File: src/hw/nthf_pkg.sv
// Register map, constants and carrier types of the timers and hash filter
package nthf_pkg;

  // Clock rate and tick periods
  localparam int CLK_MHZ = 200;
  localparam int SLOW_US = 8;
  localparam int FAST_US = 2;
  localparam int SLOW_CYC = SLOW_US * CLK_MHZ;
  localparam int FAST_CYC = FAST_US * CLK_MHZ;
  localparam int PRE_W = 11;
  localparam logic [PRE_W-1:0] SLOW_LAST = PRE_W'(SLOW_CYC - 1);
  localparam logic [PRE_W-1:0] FAST_LAST = PRE_W'(FAST_CYC - 1);

  // Register indices; the byte address is four times the index
  localparam logic [13:0] IDX_LAT_TIMER = 14'h001a;
  localparam logic [13:0] IDX_CONFIG = 14'h001d;
  localparam logic [13:0] IDX_FREE = 14'h0022;
  localparam logic [13:0] IDX_HASH = 14'h0028;
  localparam logic [13:0] IDX_SWITCH = 14'h1c88;
  localparam logic [13:0] IDX_DMA_CTRL = 14'h0040;
  localparam logic [13:0] IDX_GLB_RST = 14'h0041;
  localparam logic [13:0] IDX_HASH_SEL = 14'h0042;
  localparam logic [13:0] IDX_INT_REQ = 14'h0043;
  localparam logic [13:0] IDX_CFG_CMD = 14'h0044;
  localparam logic [13:0] IDX_INT_STAT = 14'h0045;

  // Field positions
  localparam int DMA_RATE_BIT = 0;
  localparam int GLB_HOST_RST_BIT = 0;
  localparam int HSEL_SET_BIT = 10;
  localparam int HSEL_IDX_MSB = 5;
  localparam int CFG_W = 4;
  localparam int CFG_HASH_EN_BIT = 0;
  localparam int STAT_LATCH_BIT = 0;
  localparam int SW_RATE_BIT = 1;

  // Values after reset and limits
  localparam logic [15:0] SWITCH_RST = 16'h3201;
  localparam logic [15:0] FREE_RST = 16'h0000;
  localparam logic [63:0] HASH_RST = 64'h0;
  localparam logic [CFG_W-1:0] CFG_RST = 4'h0;
  localparam logic [7:0] LAT_RST = 8'h00;
  localparam logic [7:0] LAT_SAT = 8'hff;

  typedef enum logic [1:0] {
    LT_IDLE = 2'b00,
    LT_RUN = 2'b01,
    LT_HALT = 2'b10
  } nthf_lat_st_t;

  typedef struct packed {
    logic cyc;
    logic stb;
    logic we;
    logic [15:0] adr;
    logic [3:0] sel;
    logic [31:0] dat;
  } nthf_wb_req_t;

  typedef struct packed {
    logic ack;
    logic [31:0] dat;
  } nthf_wb_rsp_t;

endpackage : nthf_pkg

File: src/hw/nthf_timers_hash.sv
// Tick counter, interrupt latency timer, multicast hash filter, switches
//
// Our own choice: the Wishbone interface to the registers.
`timescale 1ns/1ps
`default_nettype none

// What this block does
// - Rate bit clear: tick counter steps once every 8 us.
// - Rate bit set: tick counter steps once every 2 us.
// - Tick counter cleared by hardware reset and by the host reset bit.
// - Hash filter read as eight bytes, lowest byte first, through one port.
// - Filter bits change only through the hash bit select command and hardware reset.
// - Select command with bit 10 clear clears the entry given by bits 5:0.
// - Hardware reset clears all 64 filter bits.
// - Switch bit 1 picks the ring rate: 0 is 16 Mbps, 1 is 4 Mbps.
// - Latency timer restarts from zero when the host interrupt asserts.
// - Running latency timer steps once every 2 us.
// - Latency timer halts at ffh and never wraps.
// - Pending latch blocks a restart; a fresh request restarts once clear.
// - Tick counter is read-only and free-running; writes are ignored.
// - The tick rate bit lives in the DMA control register.
module nthf_timers_hash
  import nthf_pkg::*;
(
  input wire logic clk_i, // 200 MHz clock
  input wire logic rst_i, // Sync reset, active high
  input wire nthf_wb_req_t wb_req_i, // Wishbone request
  output nthf_wb_rsp_t wb_rsp_o, // Wishbone answer
  output logic host_int_o, // Host interrupt level
  output logic ring_rate_4m_o, // Ring rate, 1 is 4 Mbps
  output logic mcast_filter_en_o, // Multicast filter enable
  output logic [63:0] mcast_hash_o // Filter bits to receive path
);

  function automatic logic idx_hit(input logic [15:0] adr,
                                   input logic [13:0] idx);
    idx_hit = (adr[15:2] == idx);
  endfunction : idx_hit

  // Bus request decode
  logic take;
  logic wr;
  logic rd;
  logic wr_dma;
  logic wr_glb;
  logic wr_hsel;
  logic wr_ireq;
  logic wr_cfg;
  logic wr_stat;
  logic wr_sw_lo;
  logic wr_sw_hi;
  logic rd_hash;
  logic hrst;

  assign take = wb_req_i.cyc & wb_req_i.stb & ~wb_rsp_o.ack;
  assign wr = take & wb_req_i.we;
  assign rd = take & ~wb_req_i.we;
  assign wr_dma = wr & idx_hit(wb_req_i.adr, IDX_DMA_CTRL) & wb_req_i.sel[0];
  assign wr_glb = wr & idx_hit(wb_req_i.adr, IDX_GLB_RST) & wb_req_i.sel[0];
  assign wr_hsel = wr & idx_hit(wb_req_i.adr, IDX_HASH_SEL) &
                   (&wb_req_i.sel[1:0]);
  assign wr_ireq = wr & idx_hit(wb_req_i.adr, IDX_INT_REQ);
  assign wr_cfg = wr & idx_hit(wb_req_i.adr, IDX_CFG_CMD) & wb_req_i.sel[0];
  assign wr_stat = wr & idx_hit(wb_req_i.adr, IDX_INT_STAT) & wb_req_i.sel[0];
  assign wr_sw_lo = wr & idx_hit(wb_req_i.adr, IDX_SWITCH) & wb_req_i.sel[0];
  assign wr_sw_hi = wr & idx_hit(wb_req_i.adr, IDX_SWITCH) & wb_req_i.sel[1];
  assign rd_hash = rd & idx_hit(wb_req_i.adr, IDX_HASH);
  assign hrst = wr_glb & wb_req_i.dat[GLB_HOST_RST_BIT];

  // Control registers
  logic rate_r;
  logic rate_nxt;
  logic [CFG_W-1:0] cfg_r;
  logic [CFG_W-1:0] cfg_nxt;
  logic [15:0] sw_r;
  logic [15:0] sw_nxt;
  logic latch_r;
  logic latch_nxt;

  always_comb begin
    rate_nxt = rate_r;
    cfg_nxt = cfg_r;
    sw_nxt = sw_r;
    latch_nxt = latch_r;
    if (wr_dma) begin
      rate_nxt = wb_req_i.dat[DMA_RATE_BIT];
    end
    if (wr_cfg) begin
      cfg_nxt = wb_req_i.dat[CFG_W-1:0];
    end
    if (wr_sw_lo) begin
      sw_nxt[7:0] = wb_req_i.dat[7:0];
    end
    if (wr_sw_hi) begin
      sw_nxt[15:8] = wb_req_i.dat[15:8];
    end
    // Acknowledge clears; a request in the same cycle wins
    if (wr_stat && wb_req_i.dat[STAT_LATCH_BIT]) begin
      latch_nxt = 1'b0;
    end
    if (wr_ireq) begin
      latch_nxt = 1'b1;
    end
  end

  always_ff @(posedge clk_i) begin
    if (rst_i) begin
      rate_r <= 1'b0;
      cfg_r <= CFG_RST;
      sw_r <= SWITCH_RST;
      latch_r <= 1'b0;
      host_int_o <= 1'b0;
      ring_rate_4m_o <= SWITCH_RST[SW_RATE_BIT];
      mcast_filter_en_o <= CFG_RST[CFG_HASH_EN_BIT];
    end else begin
      rate_r <= rate_nxt;
      cfg_r <= cfg_nxt;
      sw_r <= sw_nxt;
      latch_r <= latch_nxt;
      host_int_o <= latch_nxt;
      ring_rate_4m_o <= sw_nxt[SW_RATE_BIT];
      mcast_filter_en_o <= cfg_nxt[CFG_HASH_EN_BIT];
    end
  end

  // Free-running tick counter
  logic [15:0] free_r;
  logic [15:0] free_nxt;
  logic [PRE_W-1:0] tpre_r;
  logic [PRE_W-1:0] tpre_nxt;
  logic [PRE_W-1:0] tlast;
  logic tick;

  always_comb begin
    tlast = rate_r ? FAST_LAST : SLOW_LAST;
    tick = (tpre_r >= tlast);
    free_nxt = free_r;
    tpre_nxt = tpre_r + PRE_W'(1);
    if (hrst) begin
      free_nxt = FREE_RST;
      tpre_nxt = '0;
    end else if (tick) begin
      tpre_nxt = '0;
      free_nxt = free_r + 16'h0001;
    end
  end

  always_ff @(posedge clk_i) begin
    if (rst_i) begin
      free_r <= FREE_RST;
      tpre_r <= '0;
    end else begin
      free_r <= free_nxt;
      tpre_r <= tpre_nxt;
    end
  end

  // Multicast hash filter and its byte read pointer
  logic [63:0] hash_r;
  logic [63:0] hash_nxt;
  logic [2:0] hptr_r;
  logic [2:0] hptr_nxt;
  logic [7:0] hbyte [8];
  logic [7:0] hcur;

  for (genvar g = 0; g < 8; g++) begin : g_hbyte
    assign hbyte[g] = hash_r[8*g +: 8];
  end

  assign hcur = hbyte[hptr_r];

  always_comb begin
    hash_nxt = hash_r;
    hptr_nxt = hptr_r;
    if (wr_hsel) begin
      hash_nxt[wb_req_i.dat[HSEL_IDX_MSB:0]] =
        wb_req_i.dat[HSEL_SET_BIT];
    end
    if (rd_hash) begin
      hptr_nxt = hptr_r + 3'h1;
    end
  end

  always_ff @(posedge clk_i) begin
    if (rst_i) begin
      hash_r <= HASH_RST;
      hptr_r <= 3'h0;
      mcast_hash_o <= HASH_RST;
    end else begin
      hash_r <= hash_nxt;
      hptr_r <= hptr_nxt;
      mcast_hash_o <= hash_nxt;
    end
  end

  // Interrupt latency timer
  nthf_lat_st_t lst_r;
  nthf_lat_st_t lst_nxt;
  logic [7:0] lat_r;
  logic [7:0] lat_nxt;
  logic [PRE_W-1:0] lpre_r;
  logic [PRE_W-1:0] lpre_nxt;
  logic lat_start;

  assign lat_start = latch_nxt & ~latch_r;

  always_comb begin
    lst_nxt = lst_r;
    lat_nxt = lat_r;
    lpre_nxt = lpre_r;
    case (lst_r)
      LT_IDLE: begin
        lpre_nxt = '0;
      end
      LT_RUN: begin
        if (lpre_r == FAST_LAST) begin
          lpre_nxt = '0;
          lat_nxt = lat_r + 8'h01;
          if (lat_r == LAT_SAT - 8'h01) begin
            lst_nxt = LT_HALT;
          end
        end else begin
          lpre_nxt = lpre_r + PRE_W'(1);
        end
      end
      LT_HALT: begin
        lpre_nxt = '0;
      end
      default: begin
        lst_nxt = LT_IDLE;
      end
    endcase
    if (lat_start) begin
      lst_nxt = LT_RUN;
      lat_nxt = LAT_RST;
      lpre_nxt = '0;
    end
  end

  always_ff @(posedge clk_i) begin
    if (rst_i) begin
      lst_r <= LT_IDLE;
      lat_r <= LAT_RST;
      lpre_r <= '0;
    end else begin
      lst_r <= lst_nxt;
      lat_r <= lat_nxt;
      lpre_r <= lpre_nxt;
    end
  end

  // Wishbone answer: ack one cycle after the request is taken
  nthf_wb_rsp_t rsp_nxt;
  logic [31:0] rdat;

  always_comb begin
    rdat = '0;
    if (idx_hit(wb_req_i.adr, IDX_LAT_TIMER)) begin
      rdat[7:0] = lat_r;
    end else if (idx_hit(wb_req_i.adr, IDX_CONFIG)) begin
      rdat[CFG_W-1:0] = cfg_r;
    end else if (idx_hit(wb_req_i.adr, IDX_FREE)) begin
      rdat[15:0] = free_r;
    end else if (idx_hit(wb_req_i.adr, IDX_HASH)) begin
      rdat[7:0] = hcur;
    end else if (idx_hit(wb_req_i.adr, IDX_SWITCH)) begin
      rdat[15:0] = sw_r;
    end else if (idx_hit(wb_req_i.adr, IDX_DMA_CTRL)) begin
      rdat[DMA_RATE_BIT] = rate_r;
    end else if (idx_hit(wb_req_i.adr, IDX_INT_STAT)) begin
      rdat[STAT_LATCH_BIT] = latch_r;
    end
    rsp_nxt.ack = take;
    rsp_nxt.dat = rd ? rdat : 32'h0;
  end

  always_ff @(posedge clk_i) begin
    if (rst_i) begin
      wb_rsp_o <= '0;
    end else begin
      wb_rsp_o <= rsp_nxt;
    end
  end

  // Checks
  a_tick_slow_step: assert property (
    @(posedge clk_i) disable iff (rst_i)
    (!rate_r && tpre_r == SLOW_LAST && !hrst)
      |=> free_r == $past(free_r) + 16'h0001)
    else $error("slow tick did not step");

  a_tick_fast_step: assert property (
    @(posedge clk_i) disable iff (rst_i)
    (rate_r && tpre_r == FAST_LAST && !hrst)
      |=> free_r == $past(free_r) + 16'h0001)
    else $error("fast tick did not step");

  a_tick_host_clear: assert property (
    @(posedge clk_i) disable iff (rst_i)
    hrst |=> (free_r == FREE_RST) && (tpre_r == '0))
    else $error("host reset left tick counter");

  a_tick_hold_between: assert property (
    @(posedge clk_i) disable iff (rst_i)
    (!tick && !hrst) |=> $stable(free_r))
    else $error("tick counter moved off a tick");

  a_tick_wrap_zero: assert property (
    @(posedge clk_i) disable iff (rst_i)
    (free_r == 16'hffff && tick && !hrst) |=> free_r == 16'h0000)
    else $error("tick counter did not wrap");

  a_hash_read_order: assert property (
    @(posedge clk_i) disable iff (rst_i)
    rd_hash |=> (hptr_r == $past(hptr_r) + 3'h1) &&
      (wb_rsp_o.dat[7:0] == $past(hcur)) && wb_rsp_o.ack)
    else $error("hash byte order wrong");

  a_hash_only_cmd: assert property (
    @(posedge clk_i) disable iff (rst_i)
    !wr_hsel |=> $stable(hash_r))
    else $error("hash changed without command");

  a_hash_bit_clear: assert property (
    @(posedge clk_i) disable iff (rst_i)
    (wr_hsel && !wb_req_i.dat[HSEL_SET_BIT])
      |=> !hash_r[$past(wb_req_i.dat[HSEL_IDX_MSB:0])])
    else $error("hash entry not cleared");

  a_hash_reset_zero: assert property (
    @(posedge clk_i)
    rst_i |=> (hash_r == HASH_RST) && (mcast_hash_o == HASH_RST))
    else $error("hash not cleared by reset");

  a_ring_rate_bit: assert property (
    @(posedge clk_i) disable iff (rst_i)
    wr_sw_lo |=> ring_rate_4m_o == $past(wb_req_i.dat[SW_RATE_BIT]))
    else $error("ring rate does not follow switch");

  a_lat_restart_zero: assert property (
    @(posedge clk_i) disable iff (rst_i)
    $rose(host_int_o) |-> (lat_r == LAT_RST) && (lst_r == LT_RUN))
    else $error("latency timer not restarted");

  a_lat_step_rate: assert property (
    @(posedge clk_i) disable iff (rst_i)
    (lst_r == LT_RUN && lpre_r == FAST_LAST && !lat_start)
      |=> lat_r == $past(lat_r) + 8'h01)
    else $error("latency timer step wrong");

  a_lat_saturate: assert property (
    @(posedge clk_i) disable iff (rst_i)
    (lat_r == LAT_SAT && !lat_start) |=> lat_r == LAT_SAT)
    else $error("latency timer wrapped");

  a_lat_no_restart: assert property (
    @(posedge clk_i) disable iff (rst_i)
    (latch_r && wr_ireq) |=> (lst_r == $past(lst_nxt)) &&
      (lat_r == $past(lat_nxt)) && !$rose(host_int_o))
    else $error("latency timer restarted while pending");

endmodule : nthf_timers_hash

`default_nettype wire

File: config.mk
export PLATFORM = sky130hd
export DESIGN_NAME = nthf_timers_hash
export DESIGN_NICKNAME = d
export VERILOG_FILES = /design/src/hw/nthf_pkg.sv /design/src/hw/nthf_timers_hash.sv
export SDC_FILE = /design/constraint.sdc
export NUM_CORES = 1
export LEC_CHECK = 0
export ABC_AREA = 0
export BUFFER_PORTS_ARGS = -buffer_cell sky130_fd_sc_hd__clkbuf_2
export CAP_MARGIN = 20
export CORE_MARGIN = 10
export CORE_UTILIZATION = 29
export CTS_CLUSTER_SIZE = 40
export DETAILED_ROUTE_END_ITERATION = 6
export GPL_TIMING_DRIVEN = 0
export PLACE_DENSITY_LB_ADDON = 0.12
export SLEW_MARGIN = 30
export SYNTH_ARGS = -nofsm -noshare
export SYNTH_HDL_FRONTEND = slang
export SYNTH_SLANG_ARGS = --single-unit
File: constraint.sdc
create_clock -name clk_i -period 5.91 [get_ports clk_i]
set_clock_uncertainty 0.05 [all_clocks]
set_input_delay 0.2955 -clock clk_i [delete_from_list [all_inputs] [get_ports clk_i]]
set_output_delay 0.2955 -clock clk_i [all_outputs]
set_load 0.02 [all_outputs]
# Yosys cells after proc, flatten, opt, wreduce, memory -nomap -nowiden
# Index checks and enable logic that the tools add are counted.
[totals]
register_bits = 170
input_bits = 57
out_inout_bits = 100
elab_cells = 114
[op_classes]
n_addsub = 5
order_cmp = 4
eq_ne = 20
n_mux = 25
bitwise_logic = 27
reduce_logical = 14
[ops]
columns = ["operator", "n"]
rows = [
  ["14-bit by 7-bit == test with 1-bit output, second input constant", 6],
  ["64-bit bitwise mux", 1],
  ["8-bit 2-to-1 mux", 5],
  ["14-bit by 5-bit == test with 1-bit output, second input constant", 2],
  ["14-bit by 6-bit == test with 1-bit output, second input constant", 2],
  ["8-bit binary-select mux with 3-bit select", 1],
  ["11-bit by 1-bit adder with 11-bit output, second input constant", 2],
  ["11-bit 2-to-1 mux", 2],
  ["11-bit case mux with 2 select lines", 1],
  ["1-bit bitwise AND", 21],
  ["16-bit by 1-bit adder with 16-bit output, second input constant", 1],
  ["16-bit 2-to-1 mux", 1],
  ["15-bit 2-to-1 mux", 1],
  ["14-bit by 13-bit == test with 1-bit output, second input constant", 1],
  ["11-bit by 9-bit == test with 1-bit output, second input constant", 1],
  ["11-bit greater-or-equal comparator", 1],
  ["8-bit by 1-bit adder with 8-bit output, second input constant", 1],
  ["8-bit == test, second input constant", 1],
  ["4-bit 2-to-1 mux", 2],
  ["2-bit OR reduction", 4],
  ["6-bit by 7-bit less-than comparator with 1-bit output, second input constant", 1],
  ["1-bit 2-to-1 mux", 7],
  ["1-bit demux with 6-bit select", 1],
  ["6-bit by 1-bit greater-or-equal comparator with 1-bit output, second input constant", 1],
  ["18 further kinds", 28],
]

# Depth between registers and ports, before layout
[logic_depth]
ltp_word = 11
ltp_mapped = 8
mapped_depth_nobuf = 7

# Worst setup path before layout
# OpenSTA, ideal clock, no wires.
[synth_timing]
kind = "register -> register"
from = "reg rate_r"
to = "reg tpre_r[2]"
setup_time_ns = 0.065
arrival_time_ns = 2.081
required_time_ns = 5.795
setup_slack_ns = 3.714
path_stages_with_launch = 9
n_path_buf = 2
synth_period_minus_slack_ns = 2.196
cell_sequence = "dfxtp_1 -> inv_1 -> ha_1 -> a2111o_1 -> a31oi_1 -> clkbuf_1 -> o21bai_1 -> clkbuf_1 -> nor2_1"
[synth_via]
elab_chain_cells = 3
[synth_rtl]
columns = ["element", "line_no", "rtl"]
rows = [
  ["start: declaration", "nthf_timers_hash.sv:71", "logic rate_r;"],
  ["start signal: assignment", "nthf_timers_hash.sv:116", "rate_r <= rate_nxt;"],
  ["11-bit 2-to-1 mux", "nthf_timers_hash.sv:135", "tlast = rate_r ? FAST_LAST : SLOW_LAST;"],
  ["11-bit greater-or-equal comparator", "nthf_timers_hash.sv:136", "tick = (tpre_r >= tlast);"],
  ["3-bit OR reduction (no source line)", "-", ""],
  ["end signal: assignment", "nthf_timers_hash.sv:154", "tpre_r <= tpre_nxt;"],
  ["end: declaration", "nthf_timers_hash.sv:129", "logic [PRE_W-1:0] tpre_r;"],
]
# No other way between the ends.
# A chain may end at the register's enable or synchronous reset.

# Worst setup path after layout
[layout_timing]
from = "reg hptr_r[1]"
to = "reg wb_rsp_o[0] in the netlist's numbering"
[layout_via]
elab_chain_cells = 8
[layout_rtl]
columns = ["element", "line_no", "rtl"]
rows = [
  ["start: declaration", "nthf_timers_hash.sv:161", "logic [2:0] hptr_r;"],
  ["start signal: assignment", "nthf_timers_hash.sv:191", "hptr_r <= hptr_nxt;"],
  ["3-bit inverter with 4-bit output (implied by the code)", "nthf_timers_hash.sv:170", "assign hcur = hbyte[hptr_r];"],
  ["8-bit binary-select mux with 3-bit select", "nthf_timers_hash.sv:170", ""],
  ["8-bit 2-to-1 mux (implied by the code) (2 in a row)", "nthf_timers_hash.sv:170", ""],
  ["8-bit 2-to-1 mux", "nthf_timers_hash.sv:264", "end else if (idx_hit(wb_req_i.adr, IDX_HASH)) begin"],
  ["16-bit 2-to-1 mux", "nthf_timers_hash.sv:262", "end else if (idx_hit(wb_req_i.adr, IDX_FREE)) begin"],
  ["4-bit 2-to-1 mux", "nthf_timers_hash.sv:260", "end else if (idx_hit(wb_req_i.adr, IDX_CONFIG)) begin"],
  ["8-bit 2-to-1 mux", "nthf_timers_hash.sv:258", "if (idx_hit(wb_req_i.adr, IDX_LAT_TIMER)) begin"],
  ["end signal: assignment", "nthf_timers_hash.sv:281", "wb_rsp_o <= rsp_nxt;"],
  ["end: declaration", "nthf_timers_hash.sv:28", "output nthf_wb_rsp_t wb_rsp_o,"],
]
# No other way between the ends. The select of a mux whose other input is x is not followed.

==> results.yml <==
outcome:
  status: "finished, final reports clean"
timing:
  max_freq_ghz: 0.302
  fin_tns_setup_ps: 0
  finalHoldViolCount: 0
  period_share_pct: 56.0
  holdWs_ps: 41.2
  layout_min_cycle_time_ps: 3310
  rsz0062_at_grt: "false"
  relSlewSlack_pct: 27.1
  worst_pin_slew_ps: 1080
  finalSetupViolCount: 0
  drv_slew: 0
  fin_ws_ps: 2600
synth:
  synth_top_area_share_pct: 39.7
  yosys.cell_types.count: 64
  synth_top_family_by_area: "simple AND/OR/NAND/NOR gates"
  syn_area_mm2: 0.00776
  synthCells: 882
  ys_seq_area_share_pct: 39.7
  syn-mean-instance-area_um2: 8.80
  yosys-mux-area-fraction_pct: 13.4
  yosysTopAreaCell: "dfxtp_1"
  synth-seq-cells: 154
  synth-compound-area-share_pct: 12.6
  synth-simple-area-share_pct: 25.4
  ys_top_cells_by_area: "dfxtp_1 (40%), mux2i_1 (7.7%), nor2_1 (5.6%)"
  synth_xor_area_share_pct: 2.03
  synth-edff-count: 0
  yosys-top-cells-count: "dfxtp_1 (154), nor2_1 (116), nand3_1 (81)"
  async_flop_share_pct: 0
  yosysWarningCount: 0
  yosys_most_used_dff: "dfxtp_1"
  synth.most_common_cell: "dfxtp_1"
  yosys.area_share.adder_pct: 1.93
placed_design:
  post-place-cells: 1349
  post_dp_cell_area_mm2: 0.00882
  port_buffers: 117
  hpwl_mm: 20.5
  gp_congestion: 0.817
  dp_slack_ps: 2690
clocking:
  cts.sinks: 154
  post_cts_resize_count: 0
  htree_levels: 4
  path_clk_slew_ps: 60
  cts_root_buffer: "clkbuf_16"
  clk_latency_ps: 430
  ctsHoldBuffers: 0
  clock_path_buffers: 2
  cts_tree: "done"
  numCtsBuffers: 17
  cts_setup_buffers: 0
routing:
  dr.first_iter.drc_count: 459
  drcViolationCount: 0
  vias_per_cell: 5.22
  wire_per_inst_um: 19.8
  drt_first_pass_iters: 5
  wl_mm: 27.3
  antenna_left: 0
  num_vias: 7205
layout:
  fin_area_mm2: 0.00938
  fin_cells: 1381
  fillers: 2753
  drive_above_1_share_pct: 20.6
  ff_latch_area_mm2: 0.00308
  num_antenna_cells: 0
  multi_input_area_mm2: 0.00436
  area_growth_pct: 20.8
  nets: 1102
  fin_util_pct: 35.8
worst_setup_path:
  startpoint_type: "flip-flop"
  critical_path_required_ps: 6150
  crit_path_start: "hptr_r[1]"
  crit_fanout: 10
  worst_setup_path_end_kind: "flip-flop"
  critPathCapture: "wb_rsp_o[0]"
  r2r_setup_slack_ps: 2600
  worstReg2RegStart: "hptr_r[1]"
  regToRegEndpoint: "wb_rsp_o[0]"
  worstPathArrival_ps: 3550
  criticalPathCategory: "reg2reg"
  rr_worst_depth: 7
grt:
  grt_max_degree: 17
  grtUsageMet3_pct: 4.90
  grt_use_met2_pct: 24.4
  grt_overflow: 0
  first_global_vias: 7054
  top_usage_layer: "met2"
  grt_pass1_wl_mm: 41.7
  grt.total_usage_pct: 16.0
  grt_use_met1_pct: 21.6
  antenna_found_initial: 0
floorplanning:
  io_pins: 157
  core-area_mm2: 0.0262
  start_util_pct: 29.6
  dieArea_mm2: 0.0337
  die_h_um: 184
  core.rowCount: 59
  die_x_um: 184
power:
  total_power_mw: 2.20
  leakage_nw: 3.60
  p_per_area_mw_per_mm2: 234
  ir_drop_v: 0.000162
run:
  max-cap-violations: 0
worst_hold_path:
  hold_path.class: "in2reg"
==> how the worst min path moves through the flow <==
stage	start	endpoint	slack [ps]	cells after the start
global route	wb_req_i[12]	sw_r[12]	40	3
detailed placement	tpre_r[0]	tpre_r[0]	420	1
finish	wb_req_i[13]	sw_r[13]	40	3
CTS	wb_req_i[9]	sw_r[9]	30	3
floorplan	wb_req_i[12]	sw_r[12]	370	2
global placement	sw_r[12]	sw_r[12]	410	2
==> where the power goes <==
part | total [mW] | switching, mW | internal [mW]
sequential | 1.04 | 0.00209 | 1.04
combinational | 0.112 | 0.0807 | 0.0318
clock | 1.04 | 0.485 | 0.559
total | 2.20 | 0.567 | 1.63
==> worst max-delay path, cell delays in order (launching register included) <==
cell	delay (ps)
dfxtp_1	330
clkbuf_1	540
clkbuf_1	730
mux4_2	440
mux2i_1	370
a21oi_1	130
a222oi_1	440
o2bb2ai_1	140
==> state kept, by name, summed over array words and instances, names as in the netlist <==
register and count:
hptr_r 3, sw_r 15, mcast_filter_en_o 1, free_r 16, hash_r 64, lst_r 2
latch_r 1, lat_r 8, rate_r 1, wb_rsp_o 17, lpre_r 11, cfg_r 3
ring_rate_4m_o 1, tpre_r 11
==> layout make-up <==
cell class	count	area share, %
Buffer	73	3.80
Clock buffer	19	4.72
Clock inverter	13	1.17
Inverter	6	0.240
Multi-Input combinational cell	664	46.5
Sequential cell	154	32.9
Tap cell	335	4.47
Timing Repair Buffer	117	6.25
==> layer usage <==
layer / vias to the layer above / share of wire, %
met5: - / 0
met4: 0 / 1.0
met3: 17 / 7.1
met2: 223 / 44
met1: 3433 / 48
li1: 3532 / -
==> cells by family after synthesis <==
kind of cell,after synthesis
mux,83
compound gates,160
fa+ha+maj,12
flops,154
buf+inv,79
xor+xnor,18
simple gates,375
other cells,1
==> cell usage in the layout, fill, tap and decap left out, types with 13 or more instances in the layout <==
cell       netlist  layout
a21oi_1         56      56
nor3_1          17      17
buf_2           14      14
conb_1           1      16
buf_4           17      17
clkbuf_16        0      17
clkbuf_1        37      38
mux4_2          16      16
mux2i_1         60      60
nand3_1         81      81
nand4_1         28      28
o21ai_0         43      43
nor2_1         116     116
xor2_1          13      13
and3_1          13      13
nand2_1         37      37
dfxtp_1        154     154
clkbuf_2         1     118
(Power assumes the default switching activity.)
